`src/hdl/adc_cfg.svh`:
```
/*
  Constants of the converter sequencing block: register offsets, field
  positions, reset values and timing counts.
  Assumes inclusion by bare name from the package and the design modules.
*/
// Operation
// - With stop-after-first-irq set, the first converter interrupt halts conversions and clears sample_autostart.
// - With stop-after-first-irq clear, conversion runs on and each new result overwrites the result buffer.
// - With sample_autostart set, sampling restarts right after a conversion completes and sample_enable sets itself.
// - With sample_autostart clear, sampling starts only when software writes one to sample_enable.
// - sample_enable reads one while the sample-and-hold acquires and zero while it holds.
// - With trigger source zero, a software write of zero to sample_enable ends sampling and starts conversion.
// - With a nonzero trigger source, hardware clears sample_enable itself to end sampling and start conversion.
// - Hardware sets the done flag when a conversion completes; it reads zero otherwise.
// - Software clears the done flag by writing zero, never writes one, and clearing does not disturb a conversion.
// - Hardware clears the done flag when a new conversion begins.
// - The unused bit between the stop bit and the autostart bit always reads zero.
`ifndef ADC_CFG_SVH
`define ADC_CFG_SVH

`define ADC_ADDR_W        12
`define ADC_OFF_CTRL      12'h000
`define ADC_OFF_STAT      12'h004
`define ADC_OFF_MASK      12'h008
`define ADC_OFF_RESULT    12'h00C
`define ADC_OFF_TIMING    12'h010

`define CTRL_ON_BIT       15
`define CTRL_SRC_HI       7
`define CTRL_SRC_LO       5
`define CTRL_STOP_BIT     4
`define CTRL_AUTO_BIT     2
`define CTRL_SAMPLE_ENABLE_BIT     1
`define CTRL_DONE_BIT     0

`define SRC_MANUAL        3'h0
`define SRC_AUTO_TIMER    3'h7

`define STAT_CONV_BIT     0
`define STAT_HALT_BIT     1
`define STAT_W            2

`define RES_W             10
`define SAMPLE_ENABLE_W            5
`define SAMPLE_ENABLE_TIME_RST     5'h01
`define SAMPLE_ENABLE_CNT_ONE      5'h01

`define PCLK_DIV_LAST     2'h1
`define CONV_TICKS_LAST   4'hB
`define CONV_CNT_ONE      4'h1
`define DIV_CNT_ONE       2'h1

`endif

```
`src/hdl/adc_pkg.sv`:
```
/*
  Types shared by the converter sequencing block.
  Assumes adc_cfg.svh is on the include path.
*/
`include "adc_cfg.svh"

package adc_pkg;

  typedef enum logic [1:0] {
    ST_IDLE    = 2'b00,
    ST_SAMPLE  = 2'b01,
    ST_CONVERT = 2'b10
  } phase_t;

  typedef struct packed {
    logic       on;
    logic [2:0] conversion_trigger_source;
    logic       stop_after_first_irq;
    logic       sample_autostart;
  } ctrl_t;

  typedef struct packed {
    logic                conv_done;
    logic [`RES_W-1:0]   data;
  } conv_out_t;

endpackage : adc_pkg

```
`src/hdl/adc_conv_timer.sv`:
```
/*
  Peripheral clock divider and conversion duration counter.
  Assumes start is a one-cycle pulse on clk and abort is a level.
*/
`timescale 1ns/1ps
`include "adc_cfg.svh"

module adc_conv_timer (
  // Clock and reset
  input  wire logic clk,
  input  wire logic rst,
  // Control
  input  wire logic start,
  input  wire logic abort,
  // Status
  output logic      tick,
  output logic      busy,
  output logic      finish
);

  logic [1:0] div_reg;
  logic [1:0] div_next;
  logic [3:0] cnt_reg;
  logic [3:0] cnt_next;
  logic       busy_next;
  logic       finish_next;

  // Divider runs free so sample timing is never phase locked to software
  always_comb begin
    div_next = (div_reg == `PCLK_DIV_LAST) ? 2'h0 : div_reg + `DIV_CNT_ONE;
    tick     = (div_reg == `PCLK_DIV_LAST);
    cnt_next    = cnt_reg;
    busy_next   = busy;
    finish_next = 1'b0;
    if (abort) begin
      busy_next = 1'b0;
      cnt_next  = 4'h0;
    end else if (start) begin
      busy_next = 1'b1;
      cnt_next  = 4'h0;
    end else if (busy && tick) begin
      if (cnt_reg == `CONV_TICKS_LAST) begin
        busy_next   = 1'b0;
        finish_next = 1'b1;
      end else begin
        cnt_next = cnt_reg + `CONV_CNT_ONE;
      end
    end
  end

  always_ff @(posedge clk) begin
    if (rst) begin
      div_reg <= 2'h0;
      cnt_reg <= 4'h0;
      busy    <= 1'b0;
      finish  <= 1'b0;
    end else begin
      div_reg <= div_next;
      cnt_reg <= cnt_next;
      busy    <= busy_next;
      finish  <= finish_next;
    end
  end

endmodule : adc_conv_timer

```
`src/hdl/adc_sample_convert_control.sv`:
```
/*
  Sample and conversion sequencer with APB register slave and interrupt.
  Assumes an APB master on clk, an analog core that presents its result on
  conv_data while a conversion runs, and an optional external trigger pin.
*/
// The register addresses and register access over APB were chosen for this implementation.
`timescale 1ns/1ps
`include "adc_cfg.svh"

module adc_sample_convert_control (
  // Clock and reset
  input  wire logic                   clk,
  input  wire logic                   rst,
  // APB slave
  input  wire logic                   psel,
  input  wire logic                   penable,
  input  wire logic                   pwrite,
  input  wire logic [`ADC_ADDR_W-1:0] paddr,
  input  wire logic [31:0]            pwdata,
  output logic      [31:0]            prdata,
  output logic                        pready,
  output logic                        pslverr,
  // Analog core
  input  wire logic                   ext_trigger,
  input  wire logic [`RES_W-1:0]      conv_data,
  output logic                        sample_hold,
  output logic                        conv_start,
  // Interrupt
  output logic                        irq
);

  function automatic logic hit(input logic [`ADC_ADDR_W-1:0] a, input logic [`ADC_ADDR_W-1:0] off);
    return a[`ADC_ADDR_W-1:2] == off[`ADC_ADDR_W-1:2];
  endfunction : hit

  // APB decode
  logic setup;
  logic access;
  logic wr_ctrl;
  logic wr_stat;
  logic wr_mask;
  logic wr_timing;
  logic mapped;

  assign setup     = psel & ~penable;
  assign access    = psel & penable & pready;
  assign wr_ctrl   = access & pwrite & hit(paddr, `ADC_OFF_CTRL);
  assign wr_stat   = access & pwrite & hit(paddr, `ADC_OFF_STAT);
  assign wr_mask   = access & pwrite & hit(paddr, `ADC_OFF_MASK);
  assign wr_timing = access & pwrite & hit(paddr, `ADC_OFF_TIMING);
  assign mapped    = hit(paddr, `ADC_OFF_CTRL) | hit(paddr, `ADC_OFF_STAT) | hit(paddr, `ADC_OFF_MASK)
                   | hit(paddr, `ADC_OFF_RESULT) | hit(paddr, `ADC_OFF_TIMING);

  // Pin synchronisers
  logic              trig_meta_reg;
  logic              trig_sync_reg;
  logic              trig_prev_reg;
  logic [`RES_W-1:0] data_meta_reg;
  logic [`RES_W-1:0] data_sync_reg;
  logic              trig_rise;

  assign trig_rise = trig_sync_reg & ~trig_prev_reg;

  always_ff @(posedge clk) begin
    if (rst) begin
      trig_meta_reg <= 1'b0;
      trig_sync_reg <= 1'b0;
      trig_prev_reg <= 1'b0;
      data_meta_reg <= '0;
      data_sync_reg <= '0;
    end else begin
      trig_meta_reg <= ext_trigger;
      trig_sync_reg <= trig_meta_reg;
      trig_prev_reg <= trig_sync_reg;
      data_meta_reg <= conv_data;
      data_sync_reg <= data_meta_reg;
    end
  end

  // Conversion timing
  logic tick;
  logic conv_busy;
  logic conv_finish;
  logic start_conv;
  adc_pkg::ctrl_t ctrl_reg;

  adc_conv_timer u_timer (
    .clk    (clk),
    .rst    (rst),
    .start  (start_conv),
    .abort  (~ctrl_reg.on),
    .tick   (tick),
    .busy   (conv_busy),
    .finish (conv_finish)
  );

  // Sequencer state
  adc_pkg::phase_t        state_reg;
  adc_pkg::phase_t        state_next;
  adc_pkg::ctrl_t         ctrl_next;
  logic                   done_reg;
  logic                   done_next;
  logic [`SAMPLE_ENABLE_W-1:0]     sample_enable_time_reg;
  logic [`SAMPLE_ENABLE_W-1:0]     sample_enable_time_next;
  logic [`SAMPLE_ENABLE_W-1:0]     sample_enable_cnt_reg;
  logic [`SAMPLE_ENABLE_W-1:0]     sample_enable_cnt_next;
  logic [`SAMPLE_ENABLE_W-1:0]     sample_enable_goal;
  logic [`RES_W-1:0]      result_reg;
  logic [`RES_W-1:0]      result_next;
  logic                   halt_evt;
  logic                   finish_ok;
  logic                   sample_enable_end;

  assign finish_ok = conv_finish & (state_reg == adc_pkg::ST_CONVERT);
  // A zero sample time would end sampling before any acquisition, so it acts as one tick
  assign sample_enable_goal = (sample_enable_time_reg == '0) ? `SAMPLE_ENABLE_CNT_ONE : sample_enable_time_reg;
  assign sample_enable_end  = tick & ((sample_enable_cnt_reg + `SAMPLE_ENABLE_CNT_ONE) >= sample_enable_goal);

  always_comb begin
    ctrl_next      = ctrl_reg;
    sample_enable_time_next = sample_enable_time_reg;
    state_next     = state_reg;
    halt_evt       = 1'b0;
    result_next    = result_reg;
    if (wr_ctrl) begin
      ctrl_next.on                        = pwdata[`CTRL_ON_BIT];
      ctrl_next.conversion_trigger_source = pwdata[`CTRL_SRC_HI:`CTRL_SRC_LO];
      ctrl_next.stop_after_first_irq      = pwdata[`CTRL_STOP_BIT];
      ctrl_next.sample_autostart          = pwdata[`CTRL_AUTO_BIT];
    end
    if (wr_timing) begin
      sample_enable_time_next = pwdata[`SAMPLE_ENABLE_W-1:0];
    end
    case (state_reg)
      adc_pkg::ST_IDLE: begin
        if (ctrl_next.sample_autostart) begin
          state_next = adc_pkg::ST_SAMPLE;
        end else if (wr_ctrl && pwdata[`CTRL_SAMPLE_ENABLE_BIT]) begin
          state_next = adc_pkg::ST_SAMPLE;
        end
      end
      adc_pkg::ST_SAMPLE: begin
        if (ctrl_reg.conversion_trigger_source == `SRC_MANUAL) begin
          if (wr_ctrl && !pwdata[`CTRL_SAMPLE_ENABLE_BIT]) begin
            state_next = adc_pkg::ST_CONVERT;
          end
        end else if (ctrl_reg.conversion_trigger_source == `SRC_AUTO_TIMER) begin
          if (sample_enable_end) begin
            state_next = adc_pkg::ST_CONVERT;
          end
        end else if (trig_rise) begin
          state_next = adc_pkg::ST_CONVERT;
        end
      end
      adc_pkg::ST_CONVERT: begin
        if (finish_ok) begin
          result_next = data_sync_reg;
          if (ctrl_reg.stop_after_first_irq) begin
            // Hardware clear beats a software write of the same cycle
            ctrl_next.sample_autostart = 1'b0;
            halt_evt                   = 1'b1;
            state_next                 = adc_pkg::ST_IDLE;
          end else if (ctrl_next.sample_autostart) begin
            state_next = adc_pkg::ST_SAMPLE;
          end else begin
            state_next = adc_pkg::ST_IDLE;
          end
        end
      end
      default: begin
        state_next = adc_pkg::ST_IDLE;
      end
    endcase
    if (!ctrl_next.on) begin
      state_next = adc_pkg::ST_IDLE;
    end
  end

  assign start_conv = (state_reg != adc_pkg::ST_CONVERT) && (state_next == adc_pkg::ST_CONVERT);

  always_comb begin
    sample_enable_cnt_next = sample_enable_cnt_reg;
    if (state_reg != adc_pkg::ST_SAMPLE) begin
      sample_enable_cnt_next = '0;
    end else if (tick && !sample_enable_end) begin
      sample_enable_cnt_next = sample_enable_cnt_reg + `SAMPLE_ENABLE_CNT_ONE;
    end
  end

  // Completion set wins over every clear of the same cycle
  always_comb begin
    done_next = done_reg;
    if (wr_ctrl && !pwdata[`CTRL_DONE_BIT]) begin
      done_next = 1'b0;
    end
    if (start_conv) begin
      done_next = 1'b0;
    end
    if (finish_ok) begin
      done_next = 1'b1;
    end
  end

  always_ff @(posedge clk) begin
    if (rst) begin
      state_reg     <= adc_pkg::ST_IDLE;
      ctrl_reg      <= '0;
      done_reg      <= 1'b0;
      sample_enable_time_reg <= `SAMPLE_ENABLE_TIME_RST;
      sample_enable_cnt_reg  <= '0;
      result_reg    <= '0;
      sample_hold   <= 1'b0;
      conv_start    <= 1'b0;
    end else begin
      state_reg     <= state_next;
      ctrl_reg      <= ctrl_next;
      done_reg      <= done_next;
      sample_enable_time_reg <= sample_enable_time_next;
      sample_enable_cnt_reg  <= sample_enable_cnt_next;
      result_reg    <= result_next;
      sample_hold   <= (state_next == adc_pkg::ST_SAMPLE);
      conv_start    <= start_conv;
    end
  end

  // Interrupt status and mask
  logic [`STAT_W-1:0] stat_reg;
  logic [`STAT_W-1:0] stat_next;
  logic [`STAT_W-1:0] mask_reg;
  logic [`STAT_W-1:0] mask_next;
  logic [`STAT_W-1:0] stat_set;
  logic               irq_next;

  always_comb begin
    stat_set                 = '0;
    stat_set[`STAT_CONV_BIT] = finish_ok;
    stat_set[`STAT_HALT_BIT] = halt_evt;
    stat_next = stat_reg;
    if (wr_stat) begin
      stat_next = stat_reg & ~pwdata[`STAT_W-1:0];
    end
    stat_next = stat_next | stat_set;
    mask_next = wr_mask ? pwdata[`STAT_W-1:0] : mask_reg;
    irq_next  = |(stat_reg & mask_reg);
  end

  always_ff @(posedge clk) begin
    if (rst) begin
      stat_reg <= '0;
      mask_reg <= '0;
      irq      <= 1'b0;
    end else begin
      stat_reg <= stat_next;
      mask_reg <= mask_next;
      irq      <= irq_next;
    end
  end

  // APB answer: data captured in the setup cycle, one access cycle, no wait states
  logic [31:0] rdata;
  logic [31:0] prdata_next;
  logic        pready_next;
  logic        pslverr_next;

  always_comb begin
    rdata = 32'h0000_0000;
    if (hit(paddr, `ADC_OFF_CTRL)) begin
      rdata[`CTRL_ON_BIT]               = ctrl_reg.on;
      rdata[`CTRL_SRC_HI:`CTRL_SRC_LO]  = ctrl_reg.conversion_trigger_source;
      rdata[`CTRL_STOP_BIT]             = ctrl_reg.stop_after_first_irq;
      rdata[`CTRL_AUTO_BIT]             = ctrl_reg.sample_autostart;
      rdata[`CTRL_SAMPLE_ENABLE_BIT]             = (state_reg == adc_pkg::ST_SAMPLE);
      rdata[`CTRL_DONE_BIT]             = done_reg;
    end else if (hit(paddr, `ADC_OFF_STAT)) begin
      rdata[`STAT_W-1:0] = stat_reg;
    end else if (hit(paddr, `ADC_OFF_MASK)) begin
      rdata[`STAT_W-1:0] = mask_reg;
    end else if (hit(paddr, `ADC_OFF_RESULT)) begin
      rdata[`RES_W-1:0] = result_reg;
    end else if (hit(paddr, `ADC_OFF_TIMING)) begin
      rdata[`SAMPLE_ENABLE_W-1:0] = sample_enable_time_reg;
    end
    prdata_next  = (setup && !pwrite) ? rdata : prdata;
    pready_next  = setup;
    pslverr_next = setup ? !mapped : pslverr;
  end

  always_ff @(posedge clk) begin
    if (rst) begin
      prdata  <= 32'h0000_0000;
      pready  <= 1'b0;
      pslverr <= 1'b0;
    end else begin
      prdata  <= prdata_next;
      pready  <= pready_next;
      pslverr <= pslverr_next;
    end
  end
endmodule : adc_sample_convert_control

```
`config.mk`:
```
export PLATFORM = sky130hd
export DESIGN_NAME = adc_sample_convert_control
export DESIGN_NICKNAME = d
export VERILOG_FILES = /design/src/hdl/adc_pkg.sv /design/src/hdl/adc_conv_timer.sv /design/src/hdl/adc_sample_convert_control.sv
export VERILOG_INCLUDE_DIRS = /design/src /design/src/hdl
export SDC_FILE = /design/constraint.sdc
export NUM_CORES = 1
export LEC_CHECK = 0
export ABC_AREA = 1
export BUFFER_PORTS_ARGS = -buffer_cell sky130_fd_sc_hd__buf_4
export CORE_MARGIN = 2
export CORE_UTILIZATION = 40
export CTS_BUF_LIST = sky130_fd_sc_hd__clkbuf_8
export DETAILED_ROUTE_END_ITERATION = 10
export GPL_ROUTABILITY_DRIVEN = 1
export PLACE_DENSITY = 0.67
export SYNTH_ARGS = -nofsm -noshare
export SYNTH_HDL_FRONTEND = slang
export SYNTH_HIERARCHICAL = 1
export SYNTH_SLANG_ARGS = --single-unit
```
`constraint.sdc`:
```
create_clock -name clk -period 4.3 [get_ports clk]
set_input_delay 0.215 -clock clk [delete_from_list [all_inputs] [get_ports clk]]
set_output_delay 0.215 -clock clk [all_outputs]
set_load 0.02 [all_outputs]
```
==> results of run 1 <==
==> cells by family (layout without fill, tap and decap cells) <==
logic type | count (synthesis) | count (layout) | share of synthesized area
and+or+nand+nor | 175 | 175 | 0.227
buffers and inverters | 114 | 150 | 0.147
AOI/OAI and AO/OA | 81 | 81 | 0.129
DFF | 80 | 80 | 0.459
adders and majority gates | 8 | 8 | 0.0287
xor gates and xnor gates | 3 | 3 | 0.00753
other | 1 | 21 | 0.00107
==> metrics by stage <==
step                worst slack (ns)  total power [W]   util  hold slack (ns)
finish                          1.79          0.00148  0.478           0.0686
global route                    1.42          0.00154  0.478           0.0575
CTS                             1.80          0.00149  0.478           0.0485
detailed placement              1.81         0.000874  0.451            0.394
global placement                1.89         0.000872  0.451            0.389
floorplan                       2.13         0.000849      -            0.286
==> area by class of cell <==
cell class              count  area share
repair buffers             50      0.0913
inverters                  84      0.0773
flip-flops and latches     80       0.390
well taps                 108      0.0329
clock buffers              11      0.0368
multi-input cells         288       0.353
clock inverters             5      0.0195
==> cell usage in the layout (no fill, tap or decap), types with 11 or more instances in the layout <==
| master | instances |
|---|---|
| dfxtp_1 | 80 |
| clkbuf_8 | 11 |
| conb_1 | 21 |
| nor2_1 | 57 |
| nand2_1 | 75 |
| buf_4 | 50 |
| a21oi_1 | 38 |
| nand3_1 | 17 |
| o21ai_0 | 26 |
| inv_1 | 79 |
==> worst max-delay path, cell delays in order, from the launching register on <==
cell and delay [ns]:
dfxtp_1 0.41, ha_1 0.21, nand3_1 0.10, xnor2_1 0.15, ha_1 0.30, nand2_1 0.07, nor2_1 0.10, nand2_1 0.06
nand3_1 0.10, nand2_1 0.06, nand2_1 0.05, nand2_1 0.07, nor2_1 0.16, nand3_1 0.16, inv_1 0.22, nor2_8 0.07
o21ai_1 0.07, nor2_1 0.05
==> routing by layer <==
metal / GRT usage / wire, um / vias up
li1: - / - / 1508
met1: 0.188 / 3110 / 1273
met2: 0.255 / 3240 / 78
met3: 0.0381 / 366 / 13
met4: 0.0737 / 167 / 0
met5: 0 / 0 / -
==> worst paths after layout <==
kind                            slack [ns]                                  start  depth (start not counted)                              end
worst max register to register        1.79  sample_enable_cnt_reg[0]$_SDFFE_PP0P_                         17  u_timer/cnt_reg[1]$_SDFFE_PP0P_
worst min-delay path                  0.07                            ext_trigger                          3         trig_meta_reg$_SDFF_PP0_
worst min register to register        0.40            data_meta_reg[7]$_SDFF_PP0_                          2      data_sync_reg[7]$_SDFF_PP0_
worst max-delay path                  1.79  sample_enable_cnt_reg[0]$_SDFFE_PP0P_                         17  u_timer/cnt_reg[1]$_SDFFE_PP0P_
==> power breakdown <==
group | switching [W] | total (W) | leakage [nW] | internal (W)
logic | 0.0000596 | 0.0000955 | 1.08 | 0.0000359
clock network | 0.000262 | 0.000620 | 0.117 | 0.000358
registers | 0.00000456 | 0.000760 | 0.650 | 0.000755
total | 0.000327 | 0.00148 | 1.85 | 0.00115
==> qor.yml, run 1 <==
finish:
  nFillCells: 866
  syn_to_final_growth_pct: 17.8
  fin_nets: 581
  regMostFlops: "prdata"
  largest_reg_flops: 11
  fin_area_um2: 4110
  n_antenna_cell: 0
  layout-drive-gt1-share: 0.166
  regArea_um2: 1600
  fin_cells: 626
  multi_input_area_um2: 1450
status:
  status: "complete, no violations"
clock_network:
  numCtsBuffers: 9
  cts.path.max_buffers: 2
  cts_setup_buffers: 0
  cts_tree: "done"
  holdBufCountCts: 0
  worst_skew_pair.late_latency_ns: 0.35
  htreeDepth: 3
  cts_resized: 0
  clk_pin_slew_worst_paths_ns: 0.08
  cts_sinks: 80
  cts_root_buf: "clkbuf_8"
pwr:
  powerDensity_nw_per_um2: 359
  leakage_nw: 1.85
  peakVddDrop_mv: 0.147
sta:
  relSlewSlack: 0.573
  skew_ns: 0.00650
  fin_setup_tns_ns: 0
  fin_crit_sh: 0.583
  maxClockFrequency_mhz: 399
  drv_slew: 0
  grt_setup_unrepaired: "no"
  post-route-min-period_ns: 2.51
  finalSetupViolCount: 0
  max_slew.worst_pin.slew_ns: 0.639
  finalHoldViolCount: 0
detailed_routing:
  firstDrtPassIters: 4
  routedWlPerCell_um: 11.0
  viasPerCell: 4.59
  ant_nets: 0
  drc: 0
  via_count: 2872
  wl_um: 6890
  first_iter_violations: 127
die:
  die_y_um: 97.4
  rows: 34
  die-area_um2: 9490
  start_util: 0.406
  core_area_um2: 8590
  io_pins: 97
  die_w_um: 97.4
synth:
  synth_common_cells: "dfxtp_1, inv_1, nand2_1, nor2_1, a21oi_1"
  synth_edf_count: 0
  yosysMostFrequentCell: "dfxtp_1"
  ys_warn_count: 6
  synth-seq-area-share: 0.459
  synth-seq-cells: 80
  netlist.top_cell.by_area: "dfxtp_1"
  yosysUniqueCellTypes: 35
  synth_ff_type: "dfxtp_1"
  ys_async_sr_fraction: 0
  synth_area_leaders: "dfxtp_1, inv_1, nand2_1"
  avgSynthCellArea_um2: 7.55
  synth.top_cell.area_share: 0.459
  syn_area_um2: 3490
  synthesis.instances: 462
place:
  hpwl_um: 5210
  placed_area_um2: 3880
  portBuffers: 50
  routabilityCongestion: 0.875
  dp_cells: 610
global_route:
  grtUsageTotal: 0.154
  grt_max_degree: 48
  grt_pass1_vias: 2636
  grt_first_pass_wirelength_um: 11800
  overflow: 0
  antenna_found_initial: 0
setup_path:
  cp.required_ns: 4.54
  endpoint_kind: "flip-flop"
  critical_path_class: "flip-flop to flip-flop"
  setup.worst_path.start_class: "flip-flop"
  cp.arrival_ns: 2.75
  cp_max_fo: 5
min_path:
  hp-class: "primary input to flip-flop"
flow_run:
  max_cap_violations: 0
No activity file was read; power rests on OpenSTA's default activity.
==> run 2: changes to the inputs <==
==> constraint.sdc (replaced) <==
create_clock -name clk -period 2.4 [get_ports clk]
set_input_delay 0.12 -clock clk [delete_from_list [all_inputs] [get_ports clk]]
set_output_delay 0.12 -clock clk [all_outputs]
set_load 0.02 [all_outputs]
==> qor.yml, run 2 (synthesis results as in run 1) <==
status:
  status: "complete, no violations"
finish:
  fin_util: 0.499
  final_cell_mix: "dfxtp_1, inv_1, nand2_1"
  multi_input_area_um2: 1490
  syn_to_final_growth_pct: 22.9
  layout-drive-gt1-share: 0.192
  fin_nets: 599
  layout_commonest_cell: "dfxtp_1"
  n_antenna_cell: 0
  regArea_um2: 1600
  regMostFlops: "prdata"
  largest_reg_flops: 11
  nFillCells: 855
  fin_area_um2: 4290
setup_path:
  ff2ff_setup_slack_ns: 0.21
  setup.worst_path.start_class: "flip-flop"
  cp_max_fo: 3
  cp_common_cell: "nand2_1"
  endpoint_kind: "flip-flop"
  cpPeakStageDelay_ns: 0.37
  cp.arrival_ns: 2.41
  critPathTopFamily: "simple AND/OR/NAND/NOR gates"
  critical_path_class: "flip-flop to flip-flop"
  cp.required_ns: 2.62
  cp_num_cells: 16
  crit_buf_inv: 1
  reg2reg_depth: 16
  crit_chain: "ha_4, nand3_2, xnor2_2, ha_1, nand2_1, nor2_1, nand2_1, nand3_2, nand2_1, nand2_1, nand2_1, nor2_2, nand3_2, buf_4, nand2_1, a21oi_1"
  slowest_stage: "dfxtp_2"
sta:
  relSlewSlack: 0.534
  maxClockFrequency_mhz: 456
  skew_ns: 0.00931
  grt_setup_unrepaired: "no"
  hold_ws_ns: 0.0317
  fin_setup_tns_ns: 0
  finalHoldViolCount: 0
  fin_crit_sh: 0.914
  post-route-min-period_ns: 2.19
  max_slew.worst_pin.slew_ns: 0.698
  finalSetupViolCount: 0
  drv_slew: 0
  setup_ws_ns: 0.206
die:
  io_pins: 97
  rows: 34
  die_y_um: 97.4
  core_area_um2: 8590
  start_util: 0.406
  die-area_um2: 9490
  die_w_um: 97.4
clock_network:
  worst_skew_pair.late_latency_ns: 0.35
  numCtsBuffers: 9
  cts_sinks: 80
  cts_root_buf: "clkbuf_8"
  cts_tree: "done"
  cts.path.max_buffers: 2
  htreeDepth: 3
  clk_pin_slew_worst_paths_ns: 0.08
global_route:
  grt_max_degree: 47
  grt_first_pass_wirelength_um: 12000
  overflow: 0
  antenna_found_initial: 0
  grtUsageTotal: 0.156
  grt_pass1_vias: 2730
place:
  placed_area_um2: 3930
  routabilityCongestion: 0.865
  hpwl_um: 5320
  dpl_worst_slack_ns: 0.0871
  portBuffers: 50
detailed_routing:
  wl_um: 7140
  ant_nets: 0
  routedWlPerCell_um: 11.1
  firstDrtPassIters: 4
  viasPerCell: 4.52
  first_iter_violations: 142
  drc: 0
  via_count: 2912
min_path:
  hp-class: "primary input to flip-flop"
  min_path_cells: 3
pwr:
  powerDensity_nw_per_um2: 598
  leakage_nw: 1.92
  peakVddDrop_mv: 0.278
flow_run:
  max_cap_violations: 0
## run 2: cell count changes in the layout (fill, tap and decap cells not counted), sizes merged
cell | previous run | this run
inv | 85 | 84
bufinv | 2 | 1
clkinv | 1 | 2
dlygate4sd3 | 0 | 11
buf | 50 | 57
clkinvlp | 1 | 2
## run 2: routing by layer
metal  global-route usage  part of all wire  up-vias
li1                     -                 -     1544
met1                0.184              0.46     1276
met2                0.266              0.46       75
met3               0.0295             0.050       17
met4               0.0887             0.030        0
met5                    0                 0        -
## run 2: per-stage QoR
| stage | cells | power (W) |
|---|---|---|
| final | 644 | 0.00256 |
| after global routing | 644 | 0.00266 |
| after CTS | 644 | 0.00259 |
| after detailed placement | 617 | 0.00157 |
| after global placement | 617 | 0.00156 |
| after floorplan | 482 | 0.00152 |
## run 2: worst register-to-register path, delay by kind of cell, from the launching register on
family          cells  cell delay (ns)
compound gates      1             0.05
xor+xnor            1             0.16
fa+ha+maj           2             0.44
buf+inv             1             0.16
flops               1             0.37
simple gates       11             0.87
## run 2: area by class of cell
cell class                      count  area share
Timing Repair Buffer               68       0.125
Tap cell                          108      0.0315
Clock buffer                       11      0.0353
Multi-Input combinational cell    288       0.346
Sequential cell                    80       0.374
Inverter                           84      0.0747
Clock inverter                      5      0.0128
## run 2: report_power, final
part | internal, W | total (W) | switching [W]
Sequential | 0.00135 | 0.00136 | 0.00000866
Combinational | 0.0000777 | 0.000187 | 0.000109
Clock | 0.000533 | 0.00102 | 0.000482
Total | 0.00196 | 0.00256 | 0.000599
## run 2: timing repair
action / in CTS / in global routing
endpoints found under the hold margin: 11 / 0
endpoints found under the setup margin: 0 / 7
hold buffers: 11 / 0
buffers inserted: 0 / 0
resized for setup: 0 / 11
## run 2: path summary, 6_finish.rpt
path,from,to
setup / recovery,sample_enable_cnt_reg[1]$_SDFFE_PP0P_,done_reg$_SDFFE_PP0P_
hold / removal,pwdata[0],sample_enable_time_reg[0]$_SDFFE_PP1P_
setup reg to reg,sample_enable_cnt_reg[1]$_SDFFE_PP0P_,done_reg$_SDFFE_PP0P_
hold reg to reg,data_meta_reg[6]$_SDFF_PP0_,data_sync_reg[6]$_SDFF_PP0_
